**src/logic/klt_defs.svh**
```systemverilog
`ifndef KLT_DEFS_SVH
`define KLT_DEFS_SVH

// ---------------------------------------------------------------
// register byte offsets
// ---------------------------------------------------------------
`define KLT_OFS_TIMEOUT 8'h00
`define KLT_OFS_CODE 8'h04
`define KLT_OFS_STATUS 8'h08
`define KLT_OFS_IRQ_STAT 8'h0c
`define KLT_OFS_IRQ_MASK 8'h10

// ---------------------------------------------------------------
// status fields
// ---------------------------------------------------------------
`define KLT_ST_IDLE_LSB 0
`define KLT_ST_LOCK_LSB 7
`define KLT_ST_RUN_LSB 9
`define KLT_ST_MSG_LSB 10

// ---------------------------------------------------------------
// interrupt bits
// ---------------------------------------------------------------
`define KLT_IRQ_MESSAGE_A 0
`define KLT_IRQ_TIMEOUT 1
`define KLT_IRQ_LOCK_ON 2
`define KLT_IRQ_LOCK_OFF 3

// ---------------------------------------------------------------
// reset values and limits
// ---------------------------------------------------------------
`define KLT_RST_TIMEOUT 7'h00
`define KLT_RST_CODE 16'h1000
`define KLT_MAX_TIMEOUT 7'h63
`define KLT_CODE_DIGITS 2'h3

// ---------------------------------------------------------------
// timing
// ---------------------------------------------------------------
`define KLT_CLK_KHZ 125000
`define KLT_TICK_MS 1000
`define KLT_MSG_TICKS 2'h2

`endif

```
**src/logic/klt_pkg.sv**
```systemverilog
package klt_pkg;

    typedef enum logic [2:0] {
        KEY_DIGIT, KEY_START, KEY_STOP, KEY_ENTER, KEY_CLEAR, KEY_POINT, KEY_MENU
    } klt_key_fn_type;

    typedef enum logic [1:0] {LK_UNLOCKED, LK_CODE, LK_TIMEOUT} klt_lock_type;

    typedef enum logic [2:0] {
        MSG_NONE, MSG_A, MSG_SECURITY, MSG_LOCK_ON, MSG_LOCK_OFF
    } klt_msg_type;

    typedef enum logic [1:0] {ITEM_BATCH, ITEM_WARN, ITEM_OTHER} klt_item_type;

    typedef struct packed {
        logic valid;
        klt_key_fn_type fn;
        logic [3:0] digit;
    } klt_key_type;

    typedef struct packed {
        logic valid;
        logic write;
        klt_item_type item;
    } klt_menu_req_type;

    typedef struct packed {
        logic grant;
        logic deny;
    } klt_menu_ans_type;

    typedef struct packed {
        logic [31:0] tick_cnt;
        logic tick;
        logic aw_got;
        logic w_got;
        logic [7:0] awaddr;
        logic [31:0] wdata;
        logic [3:0] wstrb;
        logic awready;
        logic wready;
        logic bvalid;
        logic [1:0] bresp;
        logic arready;
        logic rvalid;
        logic [31:0] rdata;
        logic [1:0] rresp;
        logic [6:0] idle_timeout_seconds;
        logic [15:0] code;
        logic [3:0] irq_stat;
        logic [3:0] irq_mask;
        logic irq;
        klt_lock_type lock;
        logic running;
        logic [6:0] idle;
        klt_msg_type msg;
        logic [1:0] msg_left;
        logic [1:0] dcnt;
        logic [15:0] dbuf;
        klt_key_type key_out;
        klt_menu_ans_type ans;
    } klt_state_type;

endpackage : klt_pkg

```
**src/logic/klt_top.sv**
```systemverilog
// The implementer's own choices: the AXI4-Lite slave port and the register offsets.
`include "klt_defs.svh"

module klt_top #(
    parameter int unsigned TICK_CYCLES = `KLT_TICK_MS * `KLT_CLK_KHZ
) (
    input wire logic sys_clk,
    input wire logic sys_rst,
    input wire logic run_mode,
    input wire logic pulse_in,
    input wire klt_pkg::klt_key_type key_in,
    input wire klt_pkg::klt_menu_req_type menu_req,
    output klt_pkg::klt_key_type key_out,
    output klt_pkg::klt_menu_ans_type menu_ans,
    output klt_pkg::klt_msg_type msg,
    output klt_pkg::klt_lock_type lock,
    output logic irq,
    input wire logic [7:0] s_axi_awaddr,
    input wire logic s_axi_awvalid,
    output logic s_axi_awready,
    input wire logic [31:0] s_axi_wdata,
    input wire logic [3:0] s_axi_wstrb,
    input wire logic s_axi_wvalid,
    output logic s_axi_wready,
    output logic [1:0] s_axi_bresp,
    output logic s_axi_bvalid,
    input wire logic s_axi_bready,
    input wire logic [7:0] s_axi_araddr,
    input wire logic s_axi_arvalid,
    output logic s_axi_arready,
    output logic [31:0] s_axi_rdata,
    output logic [1:0] s_axi_rresp,
    output logic s_axi_rvalid,
    input wire logic s_axi_rready
);
    import klt_pkg::*;

    klt_state_type s;
    klt_state_type n;

    function automatic logic [31:0] wmerge(input logic [31:0] old, input logic [31:0] d,
                                           input logic [3:0] strb);
        logic [31:0] r;
        r = old;
        for (int i = 0; i < 4; i++) begin
            if (strb[i]) begin
                r[i*8 +: 8] = d[i*8 +: 8];
            end
        end
        return r;
    endfunction : wmerge

    // ---------------------------------------------------------------
    // next state
    // ---------------------------------------------------------------
    always_comb begin
        logic [3:0] ev;
        logic [3:0] clr;
        logic [31:0] wv;
        logic [15:0] cand;
        ev = 4'h0;
        clr = 4'h0;
        wv = 32'h0;
        cand = 16'h0;
        n = s;
        n.tick = 1'b0;
        n.key_out = '0;
        n.ans = '0;

        // one-second time base
        if (s.tick_cnt >= TICK_CYCLES - 1) begin
            n.tick_cnt = 32'h0;
            n.tick = 1'b1;
        end else begin
            n.tick_cnt = s.tick_cnt + 32'h1;
        end

        // write channel
        if (s.bvalid && s_axi_bready) begin
            n.bvalid = 1'b0;
        end
        if (s_axi_awvalid && s.awready) begin
            n.aw_got = 1'b1;
            n.awaddr = s_axi_awaddr;
        end
        if (s_axi_wvalid && s.wready) begin
            n.w_got = 1'b1;
            n.wdata = s_axi_wdata;
            n.wstrb = s_axi_wstrb;
        end
        if (n.aw_got && n.w_got && !n.bvalid) begin
            n.aw_got = 1'b0;
            n.w_got = 1'b0;
            n.bvalid = 1'b1;
            n.bresp = 2'h0;
            case (n.awaddr)
                `KLT_OFS_TIMEOUT: begin
                    wv = wmerge({25'h0, s.idle_timeout_seconds}, n.wdata, n.wstrb);
                    if (wv <= {25'h0, `KLT_MAX_TIMEOUT}) begin
                        n.idle_timeout_seconds = wv[6:0];
                    end else begin
                        n.bresp = 2'h2;
                    end
                end
                `KLT_OFS_CODE: begin
                    wv = wmerge({16'h0, s.code}, n.wdata, n.wstrb);
                    n.code = wv[15:0];
                end
                `KLT_OFS_IRQ_STAT: begin
                    wv = wmerge(32'h0, n.wdata, n.wstrb);
                    clr = wv[3:0];
                end
                `KLT_OFS_IRQ_MASK: begin
                    wv = wmerge({28'h0, s.irq_mask}, n.wdata, n.wstrb);
                    n.irq_mask = wv[3:0];
                end
                `KLT_OFS_STATUS: n.bresp = 2'h0;
                default: n.bresp = 2'h2;
            endcase
        end
        n.awready = !n.aw_got && !n.bvalid;
        n.wready = !n.w_got && !n.bvalid;

        // read channel
        if (s.rvalid && s_axi_rready) begin
            n.rvalid = 1'b0;
        end
        if (s_axi_arvalid && s.arready) begin
            n.rvalid = 1'b1;
            n.rresp = 2'h0;
            n.rdata = 32'h0;
            case (s_axi_araddr)
                `KLT_OFS_TIMEOUT: n.rdata = {25'h0, s.idle_timeout_seconds};
                `KLT_OFS_CODE: n.rdata = {16'h0, s.code};
                `KLT_OFS_STATUS: begin
                    n.rdata[`KLT_ST_IDLE_LSB +: 7] = s.idle;
                    n.rdata[`KLT_ST_LOCK_LSB +: 2] = s.lock;
                    n.rdata[`KLT_ST_RUN_LSB] = s.running;
                    n.rdata[`KLT_ST_MSG_LSB +: 3] = s.msg;
                end
                `KLT_OFS_IRQ_STAT: n.rdata = {28'h0, s.irq_stat};
                `KLT_OFS_IRQ_MASK: n.rdata = {28'h0, s.irq_mask};
                default: n.rresp = 2'h2;
            endcase
        end
        n.arready = !n.rvalid;

        // brief messages expire
        if (s.tick && s.msg_left != 2'h0) begin
            n.msg_left = s.msg_left - 2'h1;
            if (s.msg_left == 2'h1 && s.msg != MSG_SECURITY) begin
                n.msg = MSG_NONE;
            end
        end

        // keypad
        if (key_in.valid && (s.lock != LK_TIMEOUT || key_in.fn == KEY_DIGIT)) begin
            n.key_out = key_in;
            case (key_in.fn)
                KEY_DIGIT: begin
                    if (run_mode || s.lock != LK_UNLOCKED) begin
                        cand = {s.dbuf[11:0], key_in.digit};
                        if (s.dcnt == `KLT_CODE_DIGITS) begin
                            n.dcnt = 2'h0;
                            n.dbuf = 16'h0;
                            if (cand == s.code) begin
                                n.msg_left = `KLT_MSG_TICKS;
                                case (s.lock)
                                    LK_TIMEOUT: begin
                                        n.lock = LK_UNLOCKED;
                                        n.msg = MSG_NONE;
                                    end
                                    LK_CODE: begin
                                        n.lock = LK_UNLOCKED;
                                        n.msg = MSG_LOCK_OFF;
                                        ev[`KLT_IRQ_LOCK_OFF] = 1'b1;
                                    end
                                    default: begin
                                        n.lock = LK_CODE;
                                        n.msg = MSG_LOCK_ON;
                                        ev[`KLT_IRQ_LOCK_ON] = 1'b1;
                                    end
                                endcase
                            end
                        end else begin
                            n.dcnt = s.dcnt + 2'h1;
                            n.dbuf = cand;
                        end
                    end
                end
                KEY_START: begin
                    n.dcnt = 2'h0;
                    if (run_mode) begin
                        n.running = 1'b1;
                        n.msg = MSG_A;
                        n.msg_left = `KLT_MSG_TICKS;
                        ev[`KLT_IRQ_MESSAGE_A] = 1'b1;
                    end
                end
                KEY_STOP: begin
                    n.dcnt = 2'h0;
                    n.running = 1'b0;
                end
                default: n.dcnt = 2'h0;
            endcase
        end

        // menu access filter
        if (menu_req.valid) begin
            case (s.lock)
                LK_UNLOCKED: n.ans.grant = 1'b1;
                LK_CODE: begin
                    case (menu_req.item)
                        ITEM_BATCH: n.ans.grant = 1'b1;
                        ITEM_WARN: begin
                            n.ans.grant = !menu_req.write;
                            n.ans.deny = menu_req.write;
                        end
                        default: n.ans.deny = 1'b1;
                    endcase
                end
                default: n.ans.deny = 1'b1;
            endcase
        end

        // idle timer
        if (pulse_in) begin
            n.idle = 7'h0;
        end else if (s.tick && s.running && s.idle_timeout_seconds != 7'h0) begin
            if (s.idle + 7'h1 >= s.idle_timeout_seconds) begin
                n.lock = LK_TIMEOUT;
                n.running = 1'b0;
                n.idle = 7'h0;
                n.dcnt = 2'h0;
                n.msg = MSG_SECURITY;
                ev[`KLT_IRQ_TIMEOUT] = 1'b1;
            end else begin
                n.idle = s.idle + 7'h1;
            end
        end

        // sticky interrupt status, set wins over clear
        n.irq_stat = (s.irq_stat & ~clr) | ev;
        n.irq = |(n.irq_stat & n.irq_mask);
    end

    always_ff @(posedge sys_clk) begin
        if (sys_rst) begin
            s <= '0;
            s.idle_timeout_seconds <= `KLT_RST_TIMEOUT;
            s.code <= `KLT_RST_CODE;
            s.lock <= LK_UNLOCKED;
            s.msg <= MSG_NONE;
        end else begin
            s <= n;
        end
    end

    // ---------------------------------------------------------------
    // outputs
    // ---------------------------------------------------------------
    assign key_out = s.key_out;
    assign menu_ans = s.ans;
    assign msg = s.msg;
    assign lock = s.lock;
    assign irq = s.irq;
    assign s_axi_awready = s.awready;
    assign s_axi_wready = s.wready;
    assign s_axi_bvalid = s.bvalid;
    assign s_axi_bresp = s.bresp;
    assign s_axi_arready = s.arready;
    assign s_axi_rvalid = s.rvalid;
    assign s_axi_rdata = s.rdata;
    assign s_axi_rresp = s.rresp;
endmodule : klt_top

```
**config.mk**
```make
export PLATFORM = sky130hd
export DESIGN_NAME = klt_top
export DESIGN_NICKNAME = d
export VERILOG_FILES = /design/src/logic/klt_pkg.sv /design/src/logic/klt_top.sv
export VERILOG_INCLUDE_DIRS = /design/src /design/src/logic
export SDC_FILE = /design/constraint.sdc
export NUM_CORES = 1
export LEC_CHECK = 0
export BUFFER_PORTS_ARGS = -buffer_cell sky130_fd_sc_hd__buf_4
export CAP_MARGIN = 20
export CORE_AREA = 8 8 190 192
export DETAILED_ROUTE_END_ITERATION = 7
export DIE_AREA = 0 0 198 200
export HOLD_SLACK_MARGIN = 0.1
export SYNTH_ARGS = -nofsm -noshare
export SYNTH_HDL_FRONTEND = slang
export SYNTH_SLANG_ARGS = --single-unit
export TNS_END_PERCENT = 20
```
**constraint.sdc**
```tcl
create_clock -name sys_clk -period 4.4 [get_ports sys_clk]
set_clock_uncertainty 0.2 [all_clocks]
set_input_delay 0.22 -clock sys_clk [delete_from_list [all_inputs] [get_ports sys_clk]]
set_output_delay 0.22 -clock sys_clk [all_outputs]
set_load 0.05 [all_outputs]
```
After elaboration in Yosys (flattened, before gate mapping)
Index checks and enable logic that the tools add are counted.
Cells by class
  shift-type cells: 0
  multiplexer cells: 79
  reductions and logical operators: 42
  bitwise operators: 6
  multiply operators: 0
  eq/ne operators: 18
  divide/modulo/power cells: 0
  add/subtract/negate cells: 4
  $lt $le $gt $ge: 3
Operator list (count)
  2-to-1 mux 8 bit: 13
  one-hot mux 13 bit (5 select lines): 1
  2-to-1 mux 36 bit: 1
  2-to-1 mux 35 bit: 1
  adder 32 x 1 -> 32 bit (second input constant): 1
  equality test 8 x 4 -> 1 bit (second input constant): 4
  greater-or-equal comparator 32 x 27 -> 1 bit (second input constant): 1
  <= comparator 32 x 7 -> 1 bit (second input constant): 1
  2-to-1 mux 2 bit: 16
  2-to-1 mux 31 bit: 1
  2-to-1 mux 3 bit: 8
  2-to-1 mux 4 bit: 6
  2-to-1 mux 23 bit: 1
  2-to-1 mux 5 bit: 4
  2-to-1 mux 18 bit: 1
  equality test 16 bit: 1
  equality test 8 x 3 -> 1 bit (second input constant): 2
  equality test 8 x 5 -> 1 bit (second input constant): 2
  logical NOT 8 bit: 2
  2-to-1 mux 16 bit: 1
  2-to-1 mux 1 bit: 15
  logical AND 1 bit: 14
  2-to-1 mux 13 bit: 1
  AND reduction 3 bit: 4
  28 further kinds: 50
Word-level totals
  bits of input ports: 73
  memory bits (read-only): 0
  register bits after elaboration: 195
  logic and storage cells: 185
  memories: 0
  latch bits: 0
  output and inout port bits: 57
  RAM bits: 0

Longest topological paths before layout
Gate-level depths: netlist of run 1.
  depth in word-level cells: 12
  mapped depth: 10
  gate-level depth less buffers: 10

Worst setup path before layout of run 1
Ideal clock, no wire load.
  kind: flip-flop to flip-flop
  start: register s, in the netlist s_axi_awready
  end: register s[59] (netlist bit)
  required time: 4.079 ns
  setup time: 0.121 ns
  period minus slack after synthesis: 2.622 ns
  setup slack: 1.778 ns
  path buffers: 1
  cell stages (with the launch flop): 7
  arrival time: 2.301 ns
  cells stage by stage: dfxtp_1 > a21boi_0 > or2_4 > or3_1 > or3_1 > buf_4 > mux2_4
Between the ends
  longest elaborated chain between the ends: 5
  elaborated cells between the ends (all ways): 7
  those cells by class: eq/ne (1); mux (2); reduce/logical (4)
RTL lines
  from (decl): RTL line klt_top.sv:38  | klt_state_type s;
  from (signal assigned): RTL line klt_top.sv:255  | s <= n;
  logical AND 1 bit *: RTL line klt_top.sv:82  | if (s_axi_awvalid && s.awready) begin
  parallel branches: the longest is 3 deep, another holds 2-to-1 mux 8 bit
  AND reduction 3 bit (no line) *
Mark *: on every way between the ends.
A chain may end at the register's enable or synchronous reset.

Worst setup path in the final report of run 1
  start: register s, in the netlist s_axi_awready
  end: register s, in the netlist irq
Between the ends
  longest elaborated chain between the ends: 10
  elaborated cells between the ends (all ways): 16
  those cells by class: eq/ne (2); mux (6); bitwise (4); reduce/logical (4)
RTL lines
  logical AND 1 bit *: RTL line klt_top.sv:82
  2-to-1 mux 8 bit / 2-to-1 mux 1 bit (equally long branches): RTL line klt_top.sv:82
  equality test 8 x 4 -> 1 bit / logical AND 1 bit (equally long branches): RTL line klt_top.sv:96, klt_top.sv:91
  2-to-1 mux 4 bit / logical AND 1 bit (equally long branches): RTL line klt_top.sv:96, klt_top.sv:91
  2-to-1 mux 4 bit: RTL line klt_top.sv:91  | if (n.aw_got && n.w_got && !n.bvalid) begin
  inverter 4 bit: RTL line klt_top.sv:243  | n.irq_stat = (s.irq_stat & ~clr) | ev;
  AND 4 bit: RTL line klt_top.sv:243
  bitwise OR 4 bit: RTL line klt_top.sv:243
  AND 4 bit *: RTL line klt_top.sv:244  | n.irq = |(n.irq_stat & n.irq_mask);
  OR reduction 4 bit *: RTL line klt_top.sv:244
Every way passes the cells marked *; elsewhere a longest branch is shown, timed or not.

==> impl_metrics.csv, run 1 <==
group,metric,value,unit
route,ant_nets,0,
synthesis,synth_area_leaders,"dfxtp_1 42%, nand2_1 6.6%, a21oi_1 5.0%, nor2_1 4.8%, buf_4 4.8%",
placement,gp_congestion,0.849,
synthesis,postSynth.asyncResetShare,0,%
cells_and_area,syn_to_final_growth,27.7,%
clocking,cts_made_buffers,17,
sta,rsz0062_at_grt,"no",
synthesis,syn-cell-area,0.00816,mm^2
setup_path,max_stage_delay,0.90,ns
cells_and_area,stdcell_area,0.0104,mm^2
setup_path,end_kind,"flop",
synthesis,synth-edff-count,0,
synthesis,synthFlopType,"dfxtp_1",
placement,hpwl,18.6,mm
synthesis,synth_cell_types,67,
setup_path,cp_top_family,"simple AND/OR/NAND/NOR gates",
setup_path,regToRegStartpoint,"s_axi_awready",
route,drc,0,
placement,dpl_cell_area,0.00912,mm^2
min_path,hp-class,"input pin to flop",
grt,overflow,0,
setup_path,critPathRequiredTime,4.50,ns
route,drt_iter0_drc,405,
sta,slew-limit-headroom,27.5,%
floorplan,initial_core_util,24.6,%
grt,grt_pass1_wl,38.5,mm
flow_run,drv_cap,0,
floorplan,die_height,200,um
clocking,cts.repair.resized,0,
clocking,cts_tree,"built",
clocking,h-tree-depth,4,
setup_path,worstPathArrival,3.17,ns
route,wl_per_cell,15.7,um
setup_path,cp_cell_sequence,"and2_1 -> mux2i_1 -> nor4_1 -> a31oi_1 -> o211ai_1 -> nand4_1",
clocking,cts_buffer_depth,2,
floorplan,die_width,198,um
route,drt_first_pass_iters,5,
cells_and_area,fin_nets,1195,
clocking,cts.sinks,173,
setup_path,critPathLaunchType,"flop",
cells_and_area,diodes,0,
clocking,clk_pin_slew,0.07,ns
grt,antenna_found_initial,3,
route,drt-vias-per-instance,4.61,
synthesis,yosysWarnings,0,
synthesis,ys_seq_area_share,42.5,%
clocking,clkLatencyLatePin,0.43,ns
setup_path,crit_type,"flop to flop",
grt,grt_max_degree,56,
synthesis,syn_inst,970,
sta,tns,0,ns
placement,port_buffers,111,
sta,tightest_slew,1.08,ns
synthesis,ys_ff_latch,173,
power_and_ir_drop,max-vdd-ir-drop,0.161,mV
run_status,outcome,"finished, final reports clean",
sta,hold_viol,0,
clocking,clockRootBuffer,"clkbuf_16",
setup_path,crit_start,"s_axi_awready",
floorplan,die_area,0.0396,mm^2
min_path,min-delay-start,"s_axi_araddr[5]",
synthesis,ys_top_cells_by_count,"173 x dfxtp_1, 143 x nand2_1, 105 x nor2_1, 81 x a21oi_1, 52 x buf_4",
power_and_ir_drop,leakage,0.00413,uW
setup_path,crit_slowest_cell,"nor4_1",
sta,clock.fmax,326,MHz
floorplan,rows,67,
floorplan,core,0.0331,mm^2
setup_path,worst-path-buf-inv,0,
route,routed_wl,24.6,mm
sta,maxSlewViolCount,0,
cells_and_area,drive_above_1_share,15.1,%
route,vias,7228,
synthesis,yosysMostFrequentCell,"dfxtp_1",
synthesis,yosysTopAreaCell,"dfxtp_1",
synthesis,avgSynthCellArea,8.41,um^2
sta,period_share,69.7,%
placement,dp_slack,1.38,ns
sta,setup_viol,0,
sta,period_needed,3.07,ns
synthesis,synth_top_area_share,42.5,%
grt,grt.total_usage,12.3,%
power_and_ir_drop,power_density,344,mW/mm^2
setup_path,cp_max_fo,10,
grt,grt_pass1_vias,7002,
floorplan,io_pins,130,
sta,layout_setup_ws,1.33,ns
-- cells in the final DEF, fill, tap and decap left out, drive strengths merged, types with 6 or more instances in the layout --
master         n
a211oi         6
a21boi         8
a21oi         82
a22o           6
a31oi          9
and2          14
and3          15
buf          117
clkbuf        21
conb          23
dfxtp        173
dlygate4sd3   69
ha            16
inv           26
mux2           9
mux2i         29
nand2        143
nand3         28
nor2         105
nor3          31
nor3b         13
nor4          29
o21ai         25
xnor2         18
xor2          28
-- per-stage QoR --
step           power [uW]  hold slack, ns  instances  utilization [%]
6_report             3580           0.147       1567             31.5
2_1_floorplan        1910           0.142        992                -
4_1_cts              3620           0.122       1567             31.5
3_3_place_gp         2030           0.239       1466             27.6
5_1_grt              3730           0.164       1567             31.5
3_5_place_dp         2030           0.244       1466             27.6
-- worst reg2reg max path, cell delays in order, from the launching register on --
cell and delay (ns):
dfxtp_1 0.52, and2_1 0.44, mux2i_1 0.19, nor4_1 0.90, a31oi_1 0.24, o211ai_1 0.32, nand4_1 0.14
-- cells by family (layout without fill, tap and decap cells) --
group | count (synthesis) | after routing | synth area share (%)
AO/OA/AOI/OAI | 170 | 170 | 12.9
XOR/XNOR | 46 | 46 | 4.94
adder cells (fa/ha/maj) | 16 | 16 | 2.45
buffers and inverters | 115 | 242 | 7.90
flip-flops | 173 | 173 | 42.5
multiplexers | 38 | 38 | 4.85
other | 1 | 23 | 0.0460
AND/OR/NAND/NOR | 411 | 411 | 24.4
-- per-layer routing --
layer | wire length [um] | GRT usage (%) | up-vias
met4 | 720 | 5.01 | 4
met2 | 11800 | 20.7 | 204
met3 | 1190 | 2.55 | 46
met1 | 10900 | 15.3 | 3418
met5 | 23 | 0 | -
li1 | - | - | 3556
-- final timing paths --
kind                         end  slack [ns]  cells past startpoint
setup / recovery             irq        1.33                      6
hold / removal    s_axi_rdata[5]        0.15                      5
setup reg to reg             irq        1.33                      6
hold reg to reg           s[119]        0.25                      2
-- repair_timing --
| item | in CTS | in global routing |
|---|---|---|
| hold buffers | 69 | 0 |
| endpoints found under the hold margin | 98 | 0 |
| setup buffers | 0 | 0 |
| setup endpoints to repair | 0 | 0 |
-- registers in the layout, summed over array words and instances (netlist names) --
name / cells
lock: 2
s_axi_rvalid: 1
s: 134
msg: 3
s_axi_rdata: 16
irq: 1
s_axi_rresp: 1
s_axi_wready: 1
s_axi_arready: 1
s_axi_bvalid: 1
s_axi_bresp: 1
s_axi_awready: 1
key_out: 8
menu_ans: 2
-- power by group --
part / switching, uW / internal [uW]
registers: 27.5 / 1610
logic: 245 / 163
clock network: 649 / 888
total: 922 / 2660
-- cell type report --
type / count / area (um^2)
fillers: 3458 / 22700
multi-input cells: 704 / 4130
flip-flops and latches: 173 / 3460
repair buffers: 186 / 1570
well taps: 448 / 561
clock buffers: 21 / 470
clock inverters: 11 / 133
inverters: 24 / 90.1
Power figures use the tool's default switching activity.
==> run 2: changes to the inputs <==
Clock period 4.4 ns to 3.2 ns, I/O delays scaled along.
==> impl_metrics.csv, run 2 (same netlist as run 1, synthesis figures left out) <==
group,metric,value,unit
setup_path,crit_type,"flop to flop",
route,routed_wl,23.5,mm
sta,clock.fmax,364,MHz
clocking,cts_made_buffers,17,
placement,gp_congestion,0.837,
power_and_ir_drop,max-vdd-ir-drop,0.406,mV
grt,grt.total_usage,11.7,%
setup_path,critPathLaunchType,"flop",
placement,post-place-cells,1474,
cells_and_area,finalNonFillerCells,1582,
cells_and_area,syn_to_final_growth,29.1,%
cells_and_area,layout_commonest_cell,"dfxtp_1",
sta,rsz0062_at_grt,"no",
setup_path,critPathRequiredTime,3.32,ns
setup_path,cp_max_fo,7,
cells_and_area,fin_nets,1207,
sta,hold_slack,0.143,ns
route,vias,7210,
floorplan,initial_core_util,24.6,%
setup_path,end_kind,"flop",
setup_path,worstReg2RegEnd,"msg[0]",
power_and_ir_drop,leakage,0.00419,uW
route,drt-vias-per-instance,4.56,
clocking,clk_pin_slew,0.07,ns
route,ant_nets,0,
placement,hpwl,17.6,mm
clocking,cts_tree,"built",
sta,slew-limit-headroom,46.9,%
setup_path,worstPathArrival,2.86,ns
floorplan,die_width,198,um
grt,antenna_found_initial,4,
setup_path,max_stage_delay,0.43,ns
placement,dp_slack,0.474,ns
placement,port_buffers,111,
clocking,cts.sinks,173,
grt,overflow,0,
min_path,hp-class,"input pin to flop",
cells_and_area,drive_above_1_share,15.6,%
route,drc,0,
clocking,clkLatencyLatePin,0.44,ns
cells_and_area,layout_common_cells,"173 x dfxtp_1, 143 x nand2_1, 125 x buf_4",
flow_run,drv_cap,0,
sta,tns,0,ns
route,wl_per_cell,14.8,um
grt,grt_max_degree,47,
grt,grt_pass1_vias,7070,
clocking,h-tree-depth,4,
setup_path,rrSetupSlack,0.45,ns
sta,maxSlewViolCount,0,
floorplan,die_area,0.0396,mm^2
run_status,outcome,"finished, final reports clean",
cells_and_area,largest_reg_flops,134,
min_path,min-delay-start,"s_axi_arvalid",
sta,period_share,85.9,%
route,drt_first_pass_iters,5,
sta,tightest_slew,0.795,ns
floorplan,die_height,200,um
setup_path,crit_slowest_cell,"dfxtp_1",
setup_path,regToRegStartpoint,"s[33]",
cells_and_area,final_util,31.8,%
setup_path,rr_worst_depth,10,
clocking,clockRootBuffer,"clkbuf_16",
grt,grt_pass1_wl,37.1,mm
cells_and_area,n_fill_cell,3481,
setup_path,crit_end,"msg[0]",
clocking,cts_buffer_depth,2,
power_and_ir_drop,power_density,473,mW/mm^2
sta,hold_viol,0,
sta,period_needed,2.75,ns
setup_path,crit_start,"s[33]",
floorplan,rows,67,
setup_path,cp_cell_sequence,"ha_1 -> and3_1 -> nand3_1 -> xnor2_1 -> ha_1 -> a21oi_1 -> a21oi_1 -> nand3_1 -> nand2_1 -> a221oi_1",
floorplan,core,0.0331,mm^2
floorplan,io_pins,130,
sta,setup_viol,0,
route,drt_iter0_drc,495,
sta,layout_setup_ws,0.453,ns
cells_and_area,top_register,"s",
## run 2: changes by cell type in the layout (fill, tap and decap cells not counted), sizes merged
cell | before | now
buf | 117 | 125
clkbuf | 21 | 22
dlygate4sd3 | 69 | 73
inv | 26 | 25
diode | 0 | 3
bufinv | 2 | 3
clkinvlp | 2 | 1
## run 2: metal layers
metal	vias up	track usage, %	routed length (um)
li1	3592	-	-
met1	3432	14.3	10500
met2	138	19.8	11400
met3	46	2.11	912
met4	2	5.72	634
met5	-	0	13
## run 2: final cells by class
class | instances | area, um^2 | area share (%)
multi-input cells | 704 | 4130 | 39.2
inverters | 24 | 90.1 | 0.855
clock buffers | 22 | 474 | 4.50
repair buffers | 198 | 1670 | 15.8
well taps | 448 | 561 | 5.32
clock inverters | 10 | 135 | 1.28
flip-flops and latches | 173 | 3460 | 32.9
diodes | 3 | 7.51 | 0.0713
## run 2: worst max-delay path: cells and delay by family, from the launching register on
kind	cells	cell delay [ns]
xor gates and xnor gates	1	0.21
and+or+nand+nor	4	0.70
adders and majority gates	2	0.52
AOI/OAI and AO/OA	3	0.55
DFF	1	0.43
## run 2: power breakdown
part           switching (uW)  internal (uW)
combinational             336            229
clock                     883           1290
sequential               37.8           2210
total                    1260           3730
## run 2: what timing repair did
item | CTS | global route
buffers inserted | 0 | 0
gates resized for setup | 0 | 0
hold endpoints to repair | 126 | 0
hold buffers | 73 | 0
## run 2: worst min-delay path by stage
stage                           end  slack (ns)  depth (start not counted)
global route        s_axi_rdata[15]        0.18                          4
finish               s_axi_rdata[9]        0.14                          4
detailed placement       key_out[3]        0.22                          2
floorplan                key_out[0]        0.08                          1
global placement         key_out[3]        0.21                          2
CTS                  s_axi_rdata[9]        0.12                          4
## run 2: metrics by stage
step / cell area [um^2] / power (uW)
final: 10500 / 4990
after global routing: 10500 / 5160
after CTS: 10500 / 5030
after detailed placement: 9180 / 2790
after global placement: 9180 / 2780
after floorplan: 8240 / 2630
==> run 3: changes to the inputs <==
Settings changed: CTS_BUF_LIST set to sky130_fd_sc_hd__clkbuf_2, SLEW_MARGIN set to 0.
==> impl_metrics.csv, run 3 (same netlist as run 1, synthesis figures left out) <==
group,metric,value,unit
cells_and_area,multiInputGateArea,0.00414,mm^2
placement,dpl_cell_area,0.00918,mm^2
placement,dp_slack,0.474,ns
floorplan,io_pins,130,
cells_and_area,final-seq-area,0.00346,mm^2
route,drc,0,
setup_path,worstPathArrival,3.61,ns
clocking,cts_tree,"built",
floorplan,rows,67,
setup_path,critPathLaunchType,"input pin",
placement,gp_congestion,0.837,
cells_and_area,fin_nets,1351,
min_path,hp-class,"input pin to flop",
power_and_ir_drop,power_frac_comb,16.8,%
route,vias,7844,
route,routed_wl,25.6,mm
clocking,clockRootBuffer,"clkbuf_2",
route,drt_first_pass_iters,5,
floorplan,die_width,198,um
flow_run,drv_cap,0,
sta,hold_viol,0,
cells_and_area,stdcell_area,0.0116,mm^2
power_and_ir_drop,leakage,0.00464,uW
route,ant_nets,0,
sta,tns,0,ns
setup_path,end_kind,"flop",
power_and_ir_drop,power_density,359,mW/mm^2
sta,layout_setup_ws,0.131,ns
clocking,cts_buffer_depth,2,
cells_and_area,final_util,35.1,%
sta,setup_viol,0,
setup_path,cp_max_fo,5,
power_and_ir_drop,seq_power_share,54.1,%
sta,tightest_slew,0.831,ns
clocking,h-tree-depth,4,
power_and_ir_drop,switching_share,28.4,%
cells_and_area,layout_common_cells,"217 x dlygate4sd3_1, 173 x dfxtp_1, 143 x nand2_1",
placement,hpwl,17.6,mm
sta,period_share,95.9,%
clocking,clkLatencyLatePin,0.79,ns
setup_path,rrSetupSlack,0.15,ns
grt,antenna_found_initial,6,
cells_and_area,n_fill_cell,3401,
grt,grt_pass1_wl,41.2,mm
floorplan,core,0.0331,mm^2
power_and_ir_drop,power_switching,1180,uW
grt,grt_pass1_vias,7977,
floorplan,initial_core_util,24.6,%
placement,port_buffers,111,
grt,overflow,0,
sta,slew-limit-headroom,44.4,%
sta,period_needed,3.07,ns
route,drt_iter0_drc,510,
setup_path,critPathRequiredTime,3.74,ns
floorplan,die_area,0.0396,mm^2
cells_and_area,largest_reg_flops,134,
clocking,clk_pin_slew,0.24,ns
route,drt-vias-per-instance,4.54,
route,wl_per_cell,14.8,um
cells_and_area,layout_commonest_cell,"dlygate4sd3_1",
clocking,cts.sinks,173,
clocking,cts_made_buffers,17,
grt,grt_max_degree,47,
setup_path,crit_type,"input pin to flop",
cells_and_area,drive_above_1_share,13.9,%
grt,grt.total_usage,12.8,%
cells_and_area,top_register,"s",
sta,maxSlewViolCount,0,
sta,clock.fmax,326,MHz
power_and_ir_drop,max-vdd-ir-drop,0.194,mV
run_status,outcome,"finished, final reports clean",
power_and_ir_drop,power.internal,2980,uW
cells_and_area,syn_to_final_growth,42.4,%
sta,rsz0062_at_grt,"no",
floorplan,die_height,200,um
power_and_ir_drop,p_clk_share,29.1,%
[run 3: cell types whose count changed in the layout (fill, tap and decap cells not counted), sizes merged]
cell / previous run / this run
diode: 3 / 5
dlygate4sd3: 73 / 217
clkinv: 5 / 8
clkbuf: 22 / 19
[run 3: metrics by stage]
| stage | power (uW) | cells | hold WS [ns] |
|---|---|---|---|
| 2_1_floorplan | 2630 | 992 | 0.0817 |
| 3_3_place_gp | 2780 | 1474 | 0.215 |
| 3_5_place_dp | 2790 | 1474 | 0.220 |
| 4_1_cts | 4190 | 1723 | 0.105 |
| 5_1_grt | 4350 | 1728 | 0.110 |
| 6_report | 4170 | 1728 | 0.159 |
[run 3: final timing paths]
kind | startpoint | endpoint | depth (start not counted)
max | s_axi_araddr[6] | s_axi_rdata[4] | 10
min | key_in[4] | s[29] | 4
max reg2reg | s_axi_awready | s[67] | 7
min reg2reg | s_axi_rdata[7] | s_axi_rdata[7] | 2
[run 3: worst max-delay path, cell delays in order]
cell,delay [ns]
dlygate4sd3_1,0.55
buf_4,0.13
or4_1,0.44
nor2_1,0.14
dlygate4sd3_1,0.65
nand3_1,0.10
dlygate4sd3_1,0.64
a2bb2oi_1,0.14
dlygate4sd3_1,0.58
nor2_1,0.08
[run 3: power groups by stage]
stage	Clock (uW)	Combinational, uW	Sequential (uW)
after floorplan	0	327	2300
after global placement	0	490	2290
after detailed placement	0	495	2300
after CTS	1250	690	2260
after global routing	1330	754	2260
final	1210	699	2260
[run 3: area by class of cell]
type	instances	area share, %
repair buffers	342	26.8
clock inverters	13	1.26
flip-flops and latches	173	29.8
multi-input cells	704	35.6
inverters	24	0.776
diodes	5	0.108
well taps	448	4.83
clock buffers	19	0.819
[run 3: metal layers]
metal | GRT usage (%) | vias up | part of all wire, %
met2 | 22.6 | 167 | 50
met5 | 0 | - | 0.051
li1 | - | 3881 | -
met3 | 2.28 | 45 | 3.7
met1 | 15.4 | 3749 | 44
met4 | 5.12 | 2 | 2.4
[run 3: what timing repair did]
item | CTS | global route
buffers inserted | 0 | 0
gates resized for setup | 0 | 2
hold endpoints to repair | 144 | 0
endpoints found under the setup margin | 0 | 4
hold buffers | 217 | 0
